**config.mk**
```make
export PLATFORM = sky130hd
export DESIGN_NAME = iis_top
export DESIGN_NICKNAME = d
export VERILOG_FILES = /design/src/common/iis_pkg.sv /design/src/iis_top.sv
export SDC_FILE = /design/constraint.sdc
export NUM_CORES = 1
export LEC_CHECK = 0
export BUFFER_PORTS_ARGS = -buffer_cell sky130_fd_sc_hd__buf_2
export CORE_ASPECT_RATIO = 0.7
export CORE_MARGIN = 3
export CORE_UTILIZATION = 45
export CTS_CLUSTER_SIZE = 24
export DETAILED_ROUTE_END_ITERATION = 8
export PLACE_DENSITY = 0.7
export RECOVER_POWER = 50
export SLEW_MARGIN = 25
export SYNTH_ARGS = -nofsm -noshare
export SYNTH_HDL_FRONTEND = slang
export SYNTH_SLANG_ARGS = --single-unit
```
**constraint.sdc**
```tcl
create_clock -name pclk -period 3.05 [get_ports pclk]
set_input_delay 0.4575 -clock pclk [delete_from_list [all_inputs] [get_ports pclk]]
set_output_delay 0.4575 -clock pclk [all_outputs]
set_load 0.05 [all_outputs]
```
**src/common/iis_pkg.sv**
```systemverilog
/*
 * constants, types and state layout for the involuntary instruction sequencer.
 * assumes: one clock, memory answers a read one cycle after the request,
 * timing pulses arrive as one-cycle strobes carrying the action number.
 */
// What this block does
// - latched interrupt with no higher pending requests entry and supplies one of five vectors.
// - entry writes next-address to word 0024, buffer to 0025, then jumps to vector.
// - save drops bit 15 and copies bit 16 into position 15.
// - entry loads vector as next address, sets in-progress, clears the request.
// - resume reloads buffer from 0025 and next-address from 0024.
// - entry and resume codes made here; resume detected from index address 0025.
// - interrupts taken only at instruction end, never between subinstructions.
// - no interrupt while interrupt-in-progress is set.
// - index 0017 inhibits interrupts until index 0016 releases them.
// - block pulse at action 11 of second index step with buffer underflow blocks.
// - block pulse at action 4, 10 or 11 with accumulator overflow blocks.
// - counter inputs latched; highest priority gets address and one of four ops.
// - counter request may start after any action 12.
// - counter op suspends program; entry request and vector outputs are not masked meanwhile.
// - increment, decrement, shift left, shift left then add one.
// - per counter address, overflow is corrected or reported.
// - request flip-flop cleared when vector moves to the next-address register.
package iis_pkg;

	localparam int          N_INT            = 5;
	localparam int          N_CTR            = 8;
	localparam int          AW               = 12;
	localparam int          DW               = 16;

	// fixed memory words (octal 0024 and 0025)
	localparam logic [11:0] SAVE_Z_ADDR      = 12'h014;
	localparam logic [11:0] SAVE_B_ADDR      = 12'h015;
	// index forms
	localparam logic [11:0] IDX_INHIBIT      = 12'h00f;
	localparam logic [11:0] IDX_RELEASE      = 12'h00e;
	localparam logic [11:0] IDX_RESUME       = 12'h015;
	// first counter (octal 0044), one word per channel
	localparam logic [11:0] CTR_BASE_ADDR    = 12'h024;
	// channels whose overflow is corrected instead of reported
	localparam logic [7:0]  CTR_CORR_MASK    = 8'h0f;

	// vectors 2000, 2010, 2014, 2020, 2024 octal
	localparam logic [N_INT*12-1:0] VECTORS  = {12'h414, 12'h410, 12'h40c, 12'h408, 12'h400};

	// action numbers
	localparam logic [3:0]  ACT_4            = 4'h4;
	localparam logic [3:0]  ACT_10           = 4'ha;
	localparam logic [3:0]  ACT_11           = 4'hb;
	localparam logic [3:0]  ACT_12           = 4'hc;

	// counter op codes
	localparam logic [1:0]  OP_INC           = 2'h0;
	localparam logic [1:0]  OP_DEC           = 2'h1;
	localparam logic [1:0]  OP_SHIFT         = 2'h2;
	localparam logic [1:0]  OP_SHIFT_ONE     = 2'h3;
	localparam logic [15:0] ONE_WORD         = 16'h0001;
	localparam logic [15:0] MINUS_ONE_WORD   = 16'hfffe;

	// apb map
	localparam logic [7:0]  REG_CTRL         = 8'h00;
	localparam logic [7:0]  REG_STATUS       = 8'h04;
	localparam logic [7:0]  REG_IRQ_STAT     = 8'h08;
	localparam logic [7:0]  REG_IRQ_MASK     = 8'h0c;
	localparam logic [1:0]  CTRL_RESET       = 2'h3;
	localparam int          EV_ENTRY         = 0;
	localparam int          EV_RESUME        = 1;
	localparam int          EV_OVERFLOW      = 2;

	typedef enum logic [3:0] {
		ST_IDLE, ST_SAVE_Z, ST_SAVE_B, ST_JUMP,
		ST_RD_B, ST_RD_Z, ST_RS_DONE,
		ST_C_RD, ST_C_CALC, ST_C_WR
	} iis_state_t;

	typedef struct packed {
		logic          req;
		logic          we;
		logic [11:0]   addr;
		logic [15:0]   wdata;
	} iis_mem_t;

	typedef struct packed {
		iis_state_t    st;
		logic [4:0]    int_pend;
		logic [2:0]    int_sel;
		logic          inprog;
		logic          inhibit;
		logic          blk;
		logic [7:0]    ctr_pend;
		logic [15:0]   ctr_kind;
		logic [2:0]    ctr_sel;
		iis_mem_t      mem;
		logic          z_load;
		logic          b_load;
		logic [15:0]   load_data;
		logic          interrupt_entry_instr_req;
		logic [11:0]   interrupt_entry_instr_vec;
		logic          suspend;
		logic          ctr_ovf;
		logic          pready;
		logic [31:0]   prdata;
		logic          pslverr;
		logic [1:0]    ctrl;
		logic [2:0]    irq_stat;
		logic [2:0]    irq_mask;
		logic          irq;
	} iis_state_reg_t;

endpackage : iis_pkg

```
**src/iis_top.sv**
```systemverilog
/*
 * involuntary instruction sequencer: interrupt entry and resume, counter
 * updates between subinstructions, apb control and status.
 * assumes: timing strobes and request pulses synchronous to pclk; memory
 * read data valid the cycle after mem.req; cpu honours suspend.
 */
// Design decisions made here: the address map and the APB slave port.
`timescale 1ns/1ps

module iis_top (
	// clock and reset
	input  wire logic                pclk,
	input  wire logic                presetn,
	// apb slave
	input  wire logic                psel,
	input  wire logic                penable,
	input  wire logic                pwrite,
	input  wire logic [7:0]          paddr,
	input  wire logic [31:0]         pwdata,
	output logic                     pready,
	output logic [31:0]              prdata,
	output logic                     pslverr,
	output logic                     irq,
	// processor timing
	input  wire logic                act_strobe,
	input  wire logic [3:0]          act_num,
	input  wire logic                instr_end,
	input  wire logic                index_second_step,
	input  wire logic                interrupt_block_pulse,
	input  wire logic                acc_overflow,
	input  wire logic                buf_underflow,
	input  wire logic                idx_valid,
	input  wire logic [11:0]         idx_addr,
	// next-address and buffer registers
	input  wire logic [15:0]         z_value,
	input  wire logic [15:0]         b_value,
	output logic                     z_load,
	output logic                     b_load,
	output logic [15:0]              load_data,
	// requests
	input  wire logic [4:0]          int_in,
	input  wire logic [7:0]          ctr_in,
	input  wire logic [15:0]         ctr_in_kind,
	// memory
	output iis_pkg::iis_mem_t        mem,
	input  wire logic [15:0]         mem_rdata,
	// sequencer status
	output logic                     interrupt_entry_instr_request,
	output logic [11:0]              interrupt_entry_instr_vector,
	output logic                     suspend,
	output logic                     in_progress,
	output logic                     ctr_overflow
);

	iis_pkg::iis_state_reg_t r;
	iis_pkg::iis_state_reg_t n;

	////////////////////////////////////////////////////////////////////////////
	// helpers

	// bit 15 lost, bit 16 kept twice
	function automatic logic [15:0] iis_pack(input logic [15:0] w);
		return {w[15], w[15], w[13:0]};
	endfunction : iis_pack

	// ones complement add with end-around carry
	function automatic logic [15:0] iis_add(input logic [15:0] a, input logic [15:0] b);
		logic [16:0] s;
		s = {1'b0, a} + {1'b0, b};
		return s[15:0] + {15'h0000, s[16]};
	endfunction : iis_add

	// counter update: {overflow to report, new word}; overflow when bits 15 and 14 differ
	function automatic logic [16:0] iis_ctr_op(input logic [1:0] op, input logic [15:0] w,
		input logic corr);
		logic [15:0] v;
		logic        ovf;
		unique case (op)
			iis_pkg::OP_INC:   v = iis_add(w, iis_pkg::ONE_WORD);
			iis_pkg::OP_DEC:   v = iis_add(w, iis_pkg::MINUS_ONE_WORD);
			iis_pkg::OP_SHIFT: v = {w[14:0], 1'b0};
			iis_pkg::OP_SHIFT_ONE: v = {w[14:0], 1'b1};
		endcase
		ovf = v[15] ^ v[14];
		if (corr && ovf)
			v[15] = v[14];
		return {ovf & ~corr, v};
	endfunction : iis_ctr_op

	////////////////////////////////////////////////////////////////////////////
	// next state

	logic        int_any;
	logic [2:0]  int_pick;
	logic        ctr_any;
	logic [2:0]  ctr_pick;
	logic        may_interrupt_entry_instr;
	logic        act12;
	logic        apb_wr;
	logic [16:0] op_res;
	logic [2:0]  ev;

	always_comb
	begin
		n        = r;
		int_any  = 1'b0;
		int_pick = 3'h0;
		ctr_any  = 1'b0;
		ctr_pick = 3'h0;
		ev       = 3'h0;
		op_res   = 17'h00000;
		act12    = act_strobe && (act_num == iis_pkg::ACT_12);
		apb_wr   = psel && penable && r.pready && pwrite;

		n.mem.req = 1'b0;
		n.mem.we  = 1'b0;
		n.z_load  = 1'b0;
		n.b_load  = 1'b0;
		n.ctr_ovf = 1'b0;

		////////////////////////////////////////////////////////////////////////////
		// priority pick, highest first
		// lowest index wins
		for (int i = iis_pkg::N_INT - 1; i >= 0; i--)
		begin
			if (r.int_pend[i])
			begin
				int_any  = 1'b1;
				int_pick = 3'(i);
			end
		end
		for (int i = iis_pkg::N_CTR - 1; i >= 0; i--)
		begin
			if (r.ctr_pend[i])
			begin
				ctr_any  = 1'b1;
				ctr_pick = 3'(i);
			end
		end

		////////////////////////////////////////////////////////////////////////////
		// interrupt gating
		// gated by in-progress, inhibit, block and the interrupt enable bit ctrl[0]
		may_interrupt_entry_instr = int_any && !r.inprog && !r.inhibit && !r.blk && r.ctrl[0];
		n.interrupt_entry_instr_req = may_interrupt_entry_instr;
		n.interrupt_entry_instr_vec = iis_pkg::VECTORS[int_pick*12 +: 12];

		// inhibit and release by index form
		if (idx_valid && idx_addr == iis_pkg::IDX_INHIBIT)
			n.inhibit = 1'b1;
		if (idx_valid && idx_addr == iis_pkg::IDX_RELEASE)
			n.inhibit = 1'b0;

		// block clears at instruction end, a later pulse sets again
		// a pulse in the end cycle itself carries the block into the next instruction
		if (instr_end)
			n.blk = 1'b0;
		if (interrupt_block_pulse && act_strobe)
		begin
			if (acc_overflow && (act_num == iis_pkg::ACT_4 || act_num == iis_pkg::ACT_10
				|| act_num == iis_pkg::ACT_11))
				n.blk = 1'b1;
			if (index_second_step && buf_underflow && act_num == iis_pkg::ACT_11)
				n.blk = 1'b1;
		end

		////////////////////////////////////////////////////////////////////////////
		// involuntary sequences
		// one sequence at a time; a request arriving mid-sequence waits in its latch
		unique case (r.st)
			iis_pkg::ST_IDLE:
			begin
				// counter first: it steals three cycles, an entry would hold it off longer
				// counter slot after any action 12
				if (act12 && ctr_any && r.ctrl[1])
				begin
					n.st       = iis_pkg::ST_C_RD;
					n.ctr_sel  = ctr_pick;
					n.suspend  = 1'b1;
					n.mem.req  = 1'b1;
					n.mem.addr = iis_pkg::CTR_BASE_ADDR + {9'h000, ctr_pick};
				end
				else if (instr_end && may_interrupt_entry_instr)
				begin
					n.st       = iis_pkg::ST_SAVE_Z;
					n.int_sel  = int_pick;
					n.suspend  = 1'b1;
					// next address to first save word
					n.mem.req  = 1'b1;
					n.mem.we   = 1'b1;
					n.mem.addr = iis_pkg::SAVE_Z_ADDR;
					n.mem.wdata = iis_pack(z_value);
				end
				else if (idx_valid && idx_addr == iis_pkg::IDX_RESUME)
				begin
					n.st       = iis_pkg::ST_RD_B;
					n.suspend  = 1'b1;
					n.mem.req  = 1'b1;
					n.mem.addr = iis_pkg::SAVE_B_ADDR;
				end
			end
			iis_pkg::ST_SAVE_Z:
			begin
				n.st        = iis_pkg::ST_SAVE_B;
				n.mem.req   = 1'b1;
				n.mem.we    = 1'b1;
				n.mem.addr  = iis_pkg::SAVE_B_ADDR;
				n.mem.wdata = iis_pack(b_value);
			end
			iis_pkg::ST_SAVE_B:
			begin
				n.st        = iis_pkg::ST_JUMP;
				n.z_load    = 1'b1;
				n.load_data = {4'h0, iis_pkg::VECTORS[r.int_sel*12 +: 12]};
				n.inprog    = 1'b1;
				n.int_pend[r.int_sel] = 1'b0;
			end
			iis_pkg::ST_JUMP:
			begin
				n.st      = iis_pkg::ST_IDLE;
				n.suspend = 1'b0;
				ev[iis_pkg::EV_ENTRY] = 1'b1;
			end
			iis_pkg::ST_RD_B:
			begin
				n.st       = iis_pkg::ST_RD_Z;
				n.mem.req  = 1'b1;
				n.mem.addr = iis_pkg::SAVE_Z_ADDR;
			end
			iis_pkg::ST_RD_Z:
			begin
				n.st        = iis_pkg::ST_RS_DONE;
				// buffer word asked for last cycle is on mem_rdata now
				// buffer reloaded
				n.b_load    = 1'b1;
				n.load_data = mem_rdata;
			end
			iis_pkg::ST_RS_DONE:
			begin
				n.st        = iis_pkg::ST_IDLE;
				n.z_load    = 1'b1;
				n.load_data = mem_rdata;
				n.inprog    = 1'b0;
				n.suspend   = 1'b0;
				ev[iis_pkg::EV_RESUME] = 1'b1;
			end
			iis_pkg::ST_C_RD:
				// memory answers one cycle after the request
				n.st = iis_pkg::ST_C_CALC;
			iis_pkg::ST_C_CALC:
			begin
				op_res      = iis_ctr_op(r.ctr_kind[r.ctr_sel*2 +: 2], mem_rdata,
					iis_pkg::CTR_CORR_MASK[r.ctr_sel]);
				n.st        = iis_pkg::ST_C_WR;
				n.mem.req   = 1'b1;
				n.mem.we    = 1'b1;
				n.mem.wdata = op_res[15:0];
				n.ctr_ovf   = op_res[16];
				ev[iis_pkg::EV_OVERFLOW] = op_res[16];
				n.ctr_pend[r.ctr_sel] = 1'b0;
			end
			iis_pkg::ST_C_WR:
			begin
				n.st      = iis_pkg::ST_IDLE;
				n.suspend = 1'b0;
			end
			default:
				// unused state codes fall back to idle
				n.st = iis_pkg::ST_IDLE;
		endcase

		////////////////////////////////////////////////////////////////////////////
		// request latches, after the case so a fresh pulse beats its own clear
		// latch every counter input; set wins over clear
		for (int i = 0; i < iis_pkg::N_CTR; i++)
		begin
			if (ctr_in[i])
			begin
				n.ctr_pend[i]       = 1'b1;
				n.ctr_kind[i*2 +: 2] = ctr_in_kind[i*2 +: 2];
			end
		end
		for (int i = 0; i < iis_pkg::N_INT; i++)
		begin
			if (int_in[i])
				n.int_pend[i] = 1'b1;
		end

		////////////////////////////////////////////////////////////////////////////
		// apb access
		// reads decode in setup, so status shows the setup-cycle state
		// apb: answer ready in the first access cycle
		n.pready  = psel && !penable;
		n.pslverr = 1'b0;
		if (psel && !penable)
		begin
			n.prdata = 32'h00000000;
			unique case (paddr)
				iis_pkg::REG_CTRL:     n.prdata = {30'h00000000, r.ctrl};
				iis_pkg::REG_STATUS:   n.prdata = {9'h000, r.ctr_pend, 3'h0, r.int_pend,
					r.st, r.blk, r.inhibit, r.inprog};
				iis_pkg::REG_IRQ_STAT: n.prdata = {29'h00000000, r.irq_stat};
				iis_pkg::REG_IRQ_MASK: n.prdata = {29'h00000000, r.irq_mask};
				default:               n.pslverr = 1'b1;
			endcase
		end
		if (apb_wr && paddr == iis_pkg::REG_CTRL)
			n.ctrl = pwdata[1:0];
		if (apb_wr && paddr == iis_pkg::REG_IRQ_MASK)
			n.irq_mask = pwdata[2:0];
		// write one to clear; new event wins
		if (apb_wr && paddr == iis_pkg::REG_IRQ_STAT)
			n.irq_stat = r.irq_stat & ~pwdata[2:0];
		n.irq_stat = n.irq_stat | ev;
		n.irq      = |(n.irq_stat & n.irq_mask);
	end

	////////////////////////////////////////////////////////////////////////////
	// registers

	always_ff @(posedge pclk or negedge presetn)
	begin
		if (!presetn)
		begin
			// whole state cleared, then the fields that are not zero at reset
			r       <= '0;
			r.st    <= iis_pkg::ST_IDLE;
			r.ctrl  <= iis_pkg::CTRL_RESET;
		end
		else
		begin
			r <= n;
		end
	end

	////////////////////////////////////////////////////////////////////////////
	// outputs, all from flops

	assign pready       = r.pready;
	assign prdata       = r.prdata;
	assign pslverr      = r.pslverr;
	assign irq          = r.irq;
	assign z_load       = r.z_load;
	assign b_load       = r.b_load;
	assign load_data    = r.load_data;
	// one registered struct, so strobe, address and data never skew
	assign mem          = r.mem;
	assign interrupt_entry_instr_request = r.interrupt_entry_instr_req;
	assign interrupt_entry_instr_vector  = r.interrupt_entry_instr_vec;
	assign suspend      = r.suspend;
	assign in_progress  = r.inprog;
	assign ctr_overflow = r.ctr_ovf;

endmodule : iis_top

```
== After elaboration in Yosys (flattened, before gate mapping) ==
Memories as Yosys holds them, arrays and structs flattened.
Index checks and enable logic that the tools add are counted.
W data, S select, Z words.
Storage, ports and cells
  bits in registers: 139
  latch bits: 0
  memory bits (writable): 0
  memory bits (read-only): 8
  input bits: 145
  output and inout port bits: 99
  memories kept: 1
Operators by class
  $add $sub $neg: 5
  multipliers: 2
  divide/modulo/power cells: 0
  magnitude comparators: 4
  equal/unequal tests: 25
  shift-type cells: 3
  multiplexer cells: 89
  bitwise gates (word level): 12
  reduce and logical (&&, ||, !) cells: 65
Memories
  (no name shown): depth 8, width 1, read ports 1, clocked after memory_dff 0, write ports 0, line iis_top.sv:253  | iis_pkg::CTR_CORR_MASK[r.ctr_sel]);
Operators with widths (number)
  $shiftx A60 B8 Y12 const A: 2
  $pmux W23 S4: 1
  $pmux W16 S4: 1
  $mux W1: 51
  $mux W16: 3
  $pmux W16 S3: 1
  $mux W3: 15
  $mux W12: 3
  $pmux W12 S3: 1
  $reduce_bool A2 Y1: 17
  $add A16 B1 Y16: 2
  $pmux W16 S2: 1
  $pmux W4 S7: 1
  $logic_and A1 B1 Y1: 25
  $eq A12 B4 Y1 const B: 2
  $eq A4 B3 Y1 const B: 5
  $eq A4 B4 Y1 const B: 5
  $add A16 B1 Y17 const B: 1
  $add A16 B16 Y17 const B: 1
  $eq A8 B4 Y1 const B: 2
  $shiftx A16 B5 Y2: 1
  $eq A12 B5 Y1 const B: 1
  $mux W4: 3
  $mul A3 B2 Y5 const B: 2
  35 further kinds: 58

== Logic depth before layout (Yosys ltp) ==
Gate-level depths: netlist of the first run.
  depth after elaboration: 13
  depth in mapped cells: 15
  mapped depth without buffers: 14

== Worst setup path after synthesis of the first run ==
OpenSTA, ideal clock, no wires.
  kind: in2reg
  from: input port mem_rdata[2]
  to: register r, in the netlist mem[12]
  arrival time: 3801 ps
  path slack: -847 ps
  stages on the path: 14
  cell sequence: buf_2 -> nor3_4 -> nand2_1 -> or4_2 -> or3_1 -> ha_1 -> ha_1 -> nor3b_1 -> o21a_1 -> o21a_1 -> a2111oi_0 -> o32ai_1 -> xor2_1 -> o31ai_1
On the way
  word-level cells in the longest chain between the ends: 5
  elaborated cells on any way between the ends: 7
  classes of those cells: add/sub (4); mux (3)
RTL lines
  start, declared: line iis_top.sv:46  | input wire logic [15:0] mem_rdata,
  $add A16 B16 Y17 or $add A16 B1 Y17 (tied branches): line iis_top.sv:69  | s = {1'b0, a} + {1'b0, b};
  $add A16 B1 Y16: line iis_top.sv:70  | return s[15:0] + {15'h0000, s[16]};
  $pmux W16 S4 *: line iis_top.sv:78  | unique case (op)
  $mux W16 *: line iis_top.sv:170  | unique case (r.st)
  $pmux W16 S3 *: line iis_top.sv:170
  end signal, assigned: line iis_top.sv:332  | r <= n;
  end, declared: line iis_top.sv:55  | iis_pkg::iis_state_reg_t r;
Mark *: on every way between the ends. The rest lies on a longest branch, timed or not. The select of a mux whose other input is x is not followed.
A chain may end at the register's enable or synchronous reset.

==> impl_metrics.tcl, run 1 <==
set metrics [dict create \
    status "finished, violations left" \
    violations "negative setup slack" \
    synth_top_area_frac 0.384 \
    fin_cells 1282 \
    multi_input_area_um2 4020 \
    wire_per_inst_um 18.3 \
    post-route-period-util 1.07 \
    core_um2 16700 \
    finalSetupTns_ns -2.02 \
    drv_cap 0 \
    grt_max_degree 64 \
    drt-total-wl_um 23500 \
    ys_ff_latch 122 \
    crit_family "simple AND/OR/NAND/NOR gates" \
    switching_share 0.383 \
    cellLeakagePower_nw 4.55 \
    yosys-top-cells-area "dfrtp_1 (38%), buf_4 (8.7%), nand2_1 (4.2%), mux2_2 (3.9%), nor2_1 (3.6%)" \
    power.switching_mw 2.36 \
    fin_util 0.585 \
    setup_viol 13 \
    final_cell_area_um2 9760 \
    synth_edf_count 0 \
    clock-sinks 122 \
    p_clk_frac 0.348 \
    start_util 0.469 \
    cp.required_ns 3.33 \
    yosysMostFrequentCell "dfrtp_1" \
    async_flop_share 1.00 \
    grt_pass1_wl_um 36000 \
    min_from "int_in[4]" \
    globalRouteTotalUtil 0.246 \
    grt_pass1_vias 6448 \
    nNetsFinal 1202 \
    critPathMaxStageDelay_ns 0.53 \
    dp_hpwl_um 17800 \
    firstDrtPassIters 6 \
    crit_arrival_ns 3.55 \
    syn2layout_area_growth_pct 24.7 \
    clk_latency_ns 0.42 \
    pre_cts_ws_ns -0.833 \
    syn-instance-count 849 \
    timing.hold.ws_ns 0.220 \
    drive_gt1_frac 0.375 \
    cts_htree_levels 4 \
    hold_violations 0 \
    ant_nets 0 \
    die_area_um2 19000 \
    maxSlewViolCount 0 \
    overflow 0 \
    internal_power_mw 3.80 \
    p_seq_frac 0.319 \
    ys_top_cells_by_count "dfrtp_1 (120), buf_4 (91), nand2_1 (87)" \
    crit_chain "buf_6 > or4_4 > or4_4 > or3_1 > ha_2 > ha_4 > nor3b_4 > o21a_2 > o21a_1 > o21ai_2 > xnor2_1 > a221o_1 > xor2_2 > o211ai_2" \
    dpl-instance-area_um2 9000 \
    fin_crit_ns 3.27 \
    clk_pin_slew_worst_paths_ns 0.06 \
    numCtsBuffers 17 \
    skew_ns 0.0100 \
    worst_slack_ns -0.224 \
    path_buf_inv 1 \
    power_mw 6.16 \
    placement.io_buffers 186 \
    worstSetupPathType "primary input to flop" \
    fp.dieW_um 164 \
    tightest_slew_ns 1.47 \
    r2r_start "r[107]" \
    fmax_mhz 305 \
    regArea_um2 3060 \
    mappedNetlistArea_um2 7820 \
    slew_headroom 0.0191 \
    vias 7002 \
    antenna_found_initial 0 \
    yosysWarnings 0 \
    crit_path_start "mem_rdata[10]" \
    peakVddDrop_mv 0.465 \
    synth_ff_type "dfrtp_1" \
    diodes 0 \
    synth_cell_types 88 \
    drt_iter0_drc 614 \
    rsz0062_at_grt "yes" \
    fillers 1514 \
    drc_errors 0 \
    root_buffer "clkbuf_16" \
    cp_common_cell "or4_4" \
    combinationalPowerShare 0.333 \
    cts_tree "built" \
    dp.cells 1244 \
    startpoint_type "primary input" \
    cts_buffer_depth 2 \
    endpoint_kind "flop" \
    min_path_type "primary input to flop" \
    syn_avg_cell_area_um2 9.21 \
    gp_congestion 0.980 \
    yosys.area.top_type "dfrtp_1" \
    routed_via_density 5.46 \
    die_h_um 116 \
    power_density_nw_per_um2 631 \
    seq_area_frac_synth 0.391 \
    io_pins 244 \
    placement_rows 39 \
    slowest_stage "or4_4" \
    path_max_fanout 4 \
]
-- metal layers --
metal,part of all wire,vias to the layer above,global-route usage
met4,0.0097,0,0.0637
met1,0.48,3349,0.381
met3,0.093,24,0.0596
li1,-,3317,-
met5,0,-,0
met2,0.42,312,0.343
-- what timing repair did --
action                                 4_1_cts  5_1_grt
buffers inserted                             3        4
pin swaps                                    6       33
setup endpoints to repair                   11       16
hold buffers                                 1        0
gates resized for setup                     10       19
gates cloned                                 0        0
endpoints found under the hold margin       26        0
-- cell families after synthesis --
| kind of cell | share of synthesized area |
|---|---|
| simple gates | 0.185 |
| compound gates | 0.178 |
| buf+inv | 0.130 |
| flops | 0.391 |
| mux | 0.0641 |
| xor+xnor | 0.0302 |
| fa+ha+maj | 0.0221 |
| other cells | 0.000479 |
-- layout by cell type (no fill, tap or decap), drive strengths merged, types with 6 or more instances in the layout --
cell type	n
nand4	9
nand3	22
nor2	75
nor3	20
a22o	30
nand2b	10
buf	275
nand2	87
and2	6
a31oi	16
xnor2	19
ha	13
and3	8
dfrtp	120
a211oi	6
xor2	8
a21o	14
o31ai	6
o211ai	11
inv	27
o21ai	43
conb	26
mux2i	7
a22oi	6
clkbuf	28
or3	6
mux2	28
a21oi	29
nor4	8
-- registers in the layout, summed over array words and instances, names as in the netlist, 4 cells and up --
| register | flops |
|---|---|
| interrupt_entry_instr_vector | 4 |
| r | 49 |
| prdata | 20 |
| mem | 24 |
| load_data | 16 |
-- area by class of cell --
type / count / area share
well taps: 225 / 0.0289
clock buffers: 18 / 0.0440
repair buffers: 286 / 0.173
clock inverters: 14 / 0.0200
multi-input cells: 593 / 0.412
flip-flops and latches: 122 / 0.313
inverters: 24 / 0.00923
-- final timing paths --
check | slack, ns | to | depth (start not counted)
worst max-delay path | -0.22 | irq | 14
worst min-delay path | 0.22 | r[143] | 2
worst max register to register | 0.30 | mem[9] | 9
worst min register to register | 0.47 | prdata[1] | 2
max in group asynchronous | 0.41 | r[107] | 3
min in group asynchronous | 0.92 | r[125] | 2
-- power groups by stage --
stage               Clock [mW]  Combinational [mW]  Sequential, mW
global placement             0                2.02            1.98
global route              2.25                2.21            1.99
finish                    2.14                2.05            1.96
floorplan                    0                1.57            2.01
CTS                       2.18                2.04            1.96
detailed placement           0                2.03            1.99
Power figures use the tool's default switching activity.
==> run 2, diff against run 1 <==
--- a/config.mk
+++ b/config.mk
@@ -6,12 +6,15 @@
 export NUM_CORES = 1
 export LEC_CHECK = 0
 export BUFFER_PORTS_ARGS = -buffer_cell sky130_fd_sc_hd__buf_2
+export CAP_MARGIN = 30
+export CELL_PAD_IN_SITES_DETAIL_PLACEMENT = 1
+export CELL_PAD_IN_SITES_GLOBAL_PLACEMENT = 1
 export CORE_ASPECT_RATIO = 0.7
 export CORE_MARGIN = 3
-export CORE_UTILIZATION = 45
+export CORE_UTILIZATION = 39
 export CTS_CLUSTER_SIZE = 24
 export DETAILED_ROUTE_END_ITERATION = 8
-export PLACE_DENSITY = 0.7
+export PLACE_DENSITY = 0.8
 export RECOVER_POWER = 50
 export SLEW_MARGIN = 25
 export SYNTH_ARGS = -nofsm -noshare
==> run 2 against run 1 <==
  * The run ends with max-capacitance violations, max-slew violations, negative setup slack left
  * Via count increased by 3.8%
  * Setup slack lost 0.070 ns
  * Non-clock buffer count up 3
  * Die area is 15% higher
  * Clock skew up 0.0051 ns
  * Routed wire length is 18% higher
  * Final cell count grew 3.3%
  * Largest power group is now combinational cells
  * Combinational power rose by 2%
  * Sequential cell count is the same
  * Maximum frequency shrank 2.1%
==> impl_metrics.tcl, run 2 (same netlist as run 1, synthesis figures left out) <==
set metrics [dict create \
    skew_ns 0.0151 \
    root_buffer "clkbuf_16" \
    setup_viol 14 \
    endpoint_kind "flop" \
    core_um2 19300 \
    drt-total-wl_um 27700 \
    start_util 0.406 \
    fin_util 0.510 \
    cts_tree "built" \
    diodes 0 \
    power_mw 6.03 \
    final_common_cell "buf_2" \
    post-route-period-util 1.10 \
    path_max_fanout 4 \
    cts_htree_levels 4 \
    cellLeakagePower_nw 4.57 \
    path_buf_inv 1 \
    clk_latency_ns 0.43 \
    dp_hpwl_um 20800 \
    firstDrtPassIters 4 \
    pre_cts_ws_ns -0.813 \
    placement_rows 42 \
    largest-register "r" \
    overflow 0 \
    largest_reg_flops 49 \
    status "finished, violations left" \
    grt_pass1_wl_um 41800 \
    numCtsBuffers 17 \
    gp_congestion 0.972 \
    crit_chain "buf_8 > or4_4 > or4_4 > or3_4 > ha_4 > ha_4 > nor3b_4 > o21a_1 > o21a_2 > o21ai_2 > xnor2_1 > a221o_1 > xor2_2 > o211ai_2" \
    drive_gt1_frac 0.373 \
    timing.hold.ws_ns 0.217 \
    drt_iter0_drc 477 \
    maxSlewViolCount 42 \
    tightest_slew_ns 2.69 \
    crit_family "simple AND/OR/NAND/NOR gates" \
    grt_pass1_vias 7409 \
    cts_buffer_depth 2 \
    hold_violations 0 \
    syn2layout_area_growth_pct 25.6 \
    dp.cells 1283 \
    nNetsFinal 1205 \
    worst_slack_ns -0.293 \
    drc_errors 0 \
    die_h_um 124 \
    violations "max-capacitance violations, max-slew violations, negative setup slack" \
    cp.depth 14 \
    globalRouteTotalUtil 0.245 \
    r2r_slack_ns 0.19 \
    cp.required_ns 3.33 \
    grt_max_degree 59 \
    peakVddDrop_mv 0.339 \
    vias 7266 \
    finalSetupTns_ns -2.47 \
    critPathMaxStageDelay_ns 0.52 \
    placement.io_buffers 186 \
    holdBufCountCts 0 \
    worstSetupPathType "primary input to flop" \
    fin_cells 1324 \
    reg2reg_depth 10 \
    fmax_mhz 299 \
    clock-sinks 122 \
    clk_pin_slew_worst_paths_ns 0.06 \
    final_cell_area_um2 9830 \
    antenna_found_initial 1 \
    dpl-instance-area_um2 9060 \
    wire_per_inst_um 20.9 \
    io_pins 244 \
    drv_cap 1 \
    min_path_type "primary input to flop" \
    startpoint_type "primary input" \
    fp.dieW_um 175 \
    whs_path_depth 2 \
    slowest_stage "or4_4" \
    slew_headroom -0.794 \
    rsz0062_at_grt "yes" \
    routed_via_density 5.49 \
    crit_arrival_ns 3.63 \
    power_density_nw_per_um2 613 \
    fin_crit_ns 3.34 \
    final_cell_mix "buf_2 (177), dfrtp_1 (120), buf_4 (95)" \
    die_area_um2 21800 \
    ant_nets 0 \
]
[run 2: layer usage]
layer | vias to the layer above | GRT usage | routed length, um
li1 | 3314 | - | -
met4 | 2 | 0.0769 | 645
met1 | 3594 | 0.338 | 12300
met5 | - | 0 | 13
met2 | 305 | 0.366 | 12200
met3 | 51 | 0.0765 | 2570
[run 2: final cells by class]
cell class,count,area (um^2)
Clock buffer,23,468
Tap cell,264,330
Sequential cell,122,3060
Multi-Input combinational cell,593,4050
Fill cell,2296,9460
Clock inverter,9,91.3
Timing Repair Buffer,289,1750
Inverter,24,90.1
[run 2: worst paths after layout]
kind / start / end
min in group asynchronous: presetn / load_data[11]
max: mem_rdata[10] / irq
max reg2reg: r[107] / irq
min: int_in[4] / r[143]
max in group asynchronous: presetn / interrupt_entry_instr_vector[3]
min reg2reg: prdata[2] / prdata[2]
[run 2: timing repair]
action                     in CTS  in global routing
buffers inserted                2                  6
setup endpoints to repair      13                 14
gates resized for setup        10                 24
pin swaps                       1                 22
[run 2: power breakdown]
part / total, mW / internal (mW) / switching, mW
Combinational: 2.09 / 0.621 / 1.47
Clock: 1.94 / 1.17 / 0.775
Sequential: 2.00 / 1.83 / 0.173
Total: 6.03 / 3.61 / 2.41
[run 2: worst register-to-register path: stages, from the launching register on]
cell and delay [ns]:
dfrtp_1 0.66, and3b_1 0.24, o21ai_0 0.31, buf_4 0.19, and2_1 0.19, nand2_1 0.11
or2_2 0.31, mux2i_1 0.17, a221o_1 0.21, xor2_2 0.22, o211ai_2 0.11
==> run 3, diff against run 2 <==
--- a/config.mk
+++ b/config.mk
@@ -7,14 +7,15 @@
 export LEC_CHECK = 0
 export BUFFER_PORTS_ARGS = -buffer_cell sky130_fd_sc_hd__buf_2
 export CAP_MARGIN = 30
-export CELL_PAD_IN_SITES_DETAIL_PLACEMENT = 1
-export CELL_PAD_IN_SITES_GLOBAL_PLACEMENT = 1
+export CELL_PAD_IN_SITES_DETAIL_PLACEMENT = 0
+export CELL_PAD_IN_SITES_GLOBAL_PLACEMENT = 2
 export CORE_ASPECT_RATIO = 0.7
 export CORE_MARGIN = 3
-export CORE_UTILIZATION = 39
+export CORE_UTILIZATION = 33
 export CTS_CLUSTER_SIZE = 24
 export DETAILED_ROUTE_END_ITERATION = 8
-export PLACE_DENSITY = 0.8
+export MAX_ROUTING_LAYER = met4
+export PLACE_DENSITY = 0.84
 export RECOVER_POWER = 50
 export SLEW_MARGIN = 25
 export SYNTH_ARGS = -nofsm -noshare
==> constraint.sdc (replaced) <==
create_clock -name pclk -period 4.29 [get_ports pclk]
set_input_delay 0.6435 -clock pclk [delete_from_list [all_inputs] [get_ports pclk]]
set_output_delay 0.6435 -clock pclk [all_outputs]
set_load 0.05 [all_outputs]
==> run 3 against run 2 <==
  * The flow finishes with violations (max-capacitance violations, max-slew violations)
  * Total power down 29%
  * Sequential share of layout area up 1.8 points
  * Combinational power down 34%
  * Highest routed layer is now met4
==> impl_metrics.tcl, run 3 (same netlist as run 1, synthesis figures left out) <==
set metrics [dict create \
    syn2layout_area_growth_pct 18.8 \
    finalSetupTns_ns 0 \
    root_buffer "clkbuf_16" \
    drt-total-wl_um 24000 \
    startpoint_type "primary input" \
    antenna_found_initial 1 \
    r2r_start "r[107]" \
    fmax_mhz 257 \
    die_h_um 135 \
    grt_pass1_wl_um 37300 \
    slew_headroom -1.15 \
    ant_nets 0 \
    gp_congestion 0.892 \
    holdBufCountCts 0 \
    post-route-period-util 0.907 \
    placement_rows 46 \
    worstSetupPathType "primary input to flop" \
    clock-sinks 122 \
    final_common_cell "buf_2" \
    firstDrtPassIters 5 \
    postCtsSetupBuffers 0 \
    fin_crit_ns 3.89 \
    endpoint_kind "flop" \
    io_pins 244 \
    cp.required_ns 4.57 \
    grt_pass1_vias 6304 \
    maxSlewViolCount 68 \
    crit_arrival_ns 4.17 \
    clk_pin_slew_worst_paths_ns 0.05 \
    hold_violations 0 \
    final_cell_mix "buf_2 (163), dfrtp_1 (120), nand2_1 (87)" \
    skew_ns 0.0103 \
    fp.dieW_um 190 \
    min_to "r[143]" \
    start_util 0.341 \
    overflow 0 \
    r2r-end "irq" \
    violations "max-capacitance violations, max-slew violations" \
    drc_errors 0 \
    status "finished, violations left" \
    timing.hold.ws_ns 0.422 \
    drv_cap 1 \
    peakVddDrop_mv 0.329 \
    dp_hpwl_um 18400 \
    rsz0062_at_grt "no" \
    path_max_fanout 4 \
    setup_viol 0 \
    cts_resized 0 \
    die_area_um2 25600 \
    power_density_nw_per_um2 459 \
    globalRouteTotalUtil 0.195 \
    vias 6663 \
    placement.io_buffers 186 \
    clk_latency_ns 0.42 \
    min_from "int_in[4]" \
    wire_per_inst_um 18.2 \
    core_um2 23000 \
    cts_buffer_depth 2 \
    worst_slack_ns 0.400 \
    r2r_slack_ns 1.03 \
    drive_gt1_frac 0.299 \
    routed_via_density 5.06 \
    min_path_type "primary input to flop" \
    cts_tree "built" \
    numCtsBuffers 17 \
    largest-register "r" \
    cellLeakagePower_nw 4.25 \
    nNetsFinal 1152 \
    reg2reg_depth 9 \
    cts_htree_levels 4 \
    largest_reg_flops 49 \
    grt_max_degree 69 \
    tightest_slew_ns 3.22 \
    pre_cts_ws_ns -0.0348 \
    drt_iter0_drc 562 \
    whs_path_depth 2 \
]
[run 3: per-layer routing]
metal / up-vias / part of all wire / global-route usage / wire, um
met5: - / 0 / - / 0
met4: 0 / 0.0081 / 0.0414 / 195
met3: 14 / 0.075 / 0.0566 / 1810
met2: 208 / 0.39 / 0.250 / 9390
met1: 3224 / 0.53 / 0.297 / 12600
li1: 3217 / - / - / -
[run 3: metrics by stage]
| stage | total power, mW | instance area [um^2] | std cells | utilization |
|---|---|---|---|---|
| 2_1_floorplan | 2.54 | 7920 | 874 | - |
| 3_3_place_gp | 2.80 | 8710 | 1286 | 0.379 |
| 3_5_place_dp | 2.82 | 8710 | 1286 | 0.379 |
| 4_1_cts | 4.32 | 9310 | 1316 | 0.405 |
| 5_1_grt | 4.48 | 9290 | 1318 | 0.405 |
| 6_report | 4.27 | 9290 | 1318 | 0.405 |
[run 3: final cells by class]
type	count	area (um^2)
tap	312	390
clock buffer	21	450
multi-input combinational	593	3860
antenna	1	2.50
sequential	122	3060
timing repair buffer	236	1300
clock inverter	9	148
inverter	24	90.1
fill	2326	13700
[run 3: worst max path at each step]
| stage | slack (ns) | to | cells after the start | startpoint |
|---|---|---|---|---|
| 3_5_place_dp | -0.03 | irq | 14 | mem_rdata[10] |
| 5_1_grt | 0.20 | irq | 15 | mem_rdata[1] |
| 3_3_place_gp | -0.01 | irq | 14 | mem_rdata[9] |
| 2_1_floorplan | 0.21 | mem[12] | 14 | mem_rdata[2] |
| 6_report | 0.40 | irq | 14 | mem_rdata[10] |
| 4_1_cts | 0.41 | irq | 14 | mem_rdata[10] |
[run 3: report_power, final]
group / internal, mW / total [mW] / leakage, nW / switching, mW
logic: 0.382 / 1.38 / 2.45 / 0.995
registers: 1.30 / 1.40 / 1.51 / 0.102
clock network: 0.976 / 1.49 / 0.293 / 0.510
total: 2.66 / 4.27 / 4.25 / 1.61
[run 3: worst max-delay path, cell delays in order]
cell and delay, ns:
buf_2 0.11, or4_4 0.53, or4_2 0.64, or3_1 0.34, ha_1 0.22, ha_1 0.20
nor3b_1 0.16, o21a_1 0.16, o21a_1 0.17, o21ai_2 0.08, xnor2_1 0.11, a221o_1 0.36
xor2_1 0.33, o211ai_2 0.13
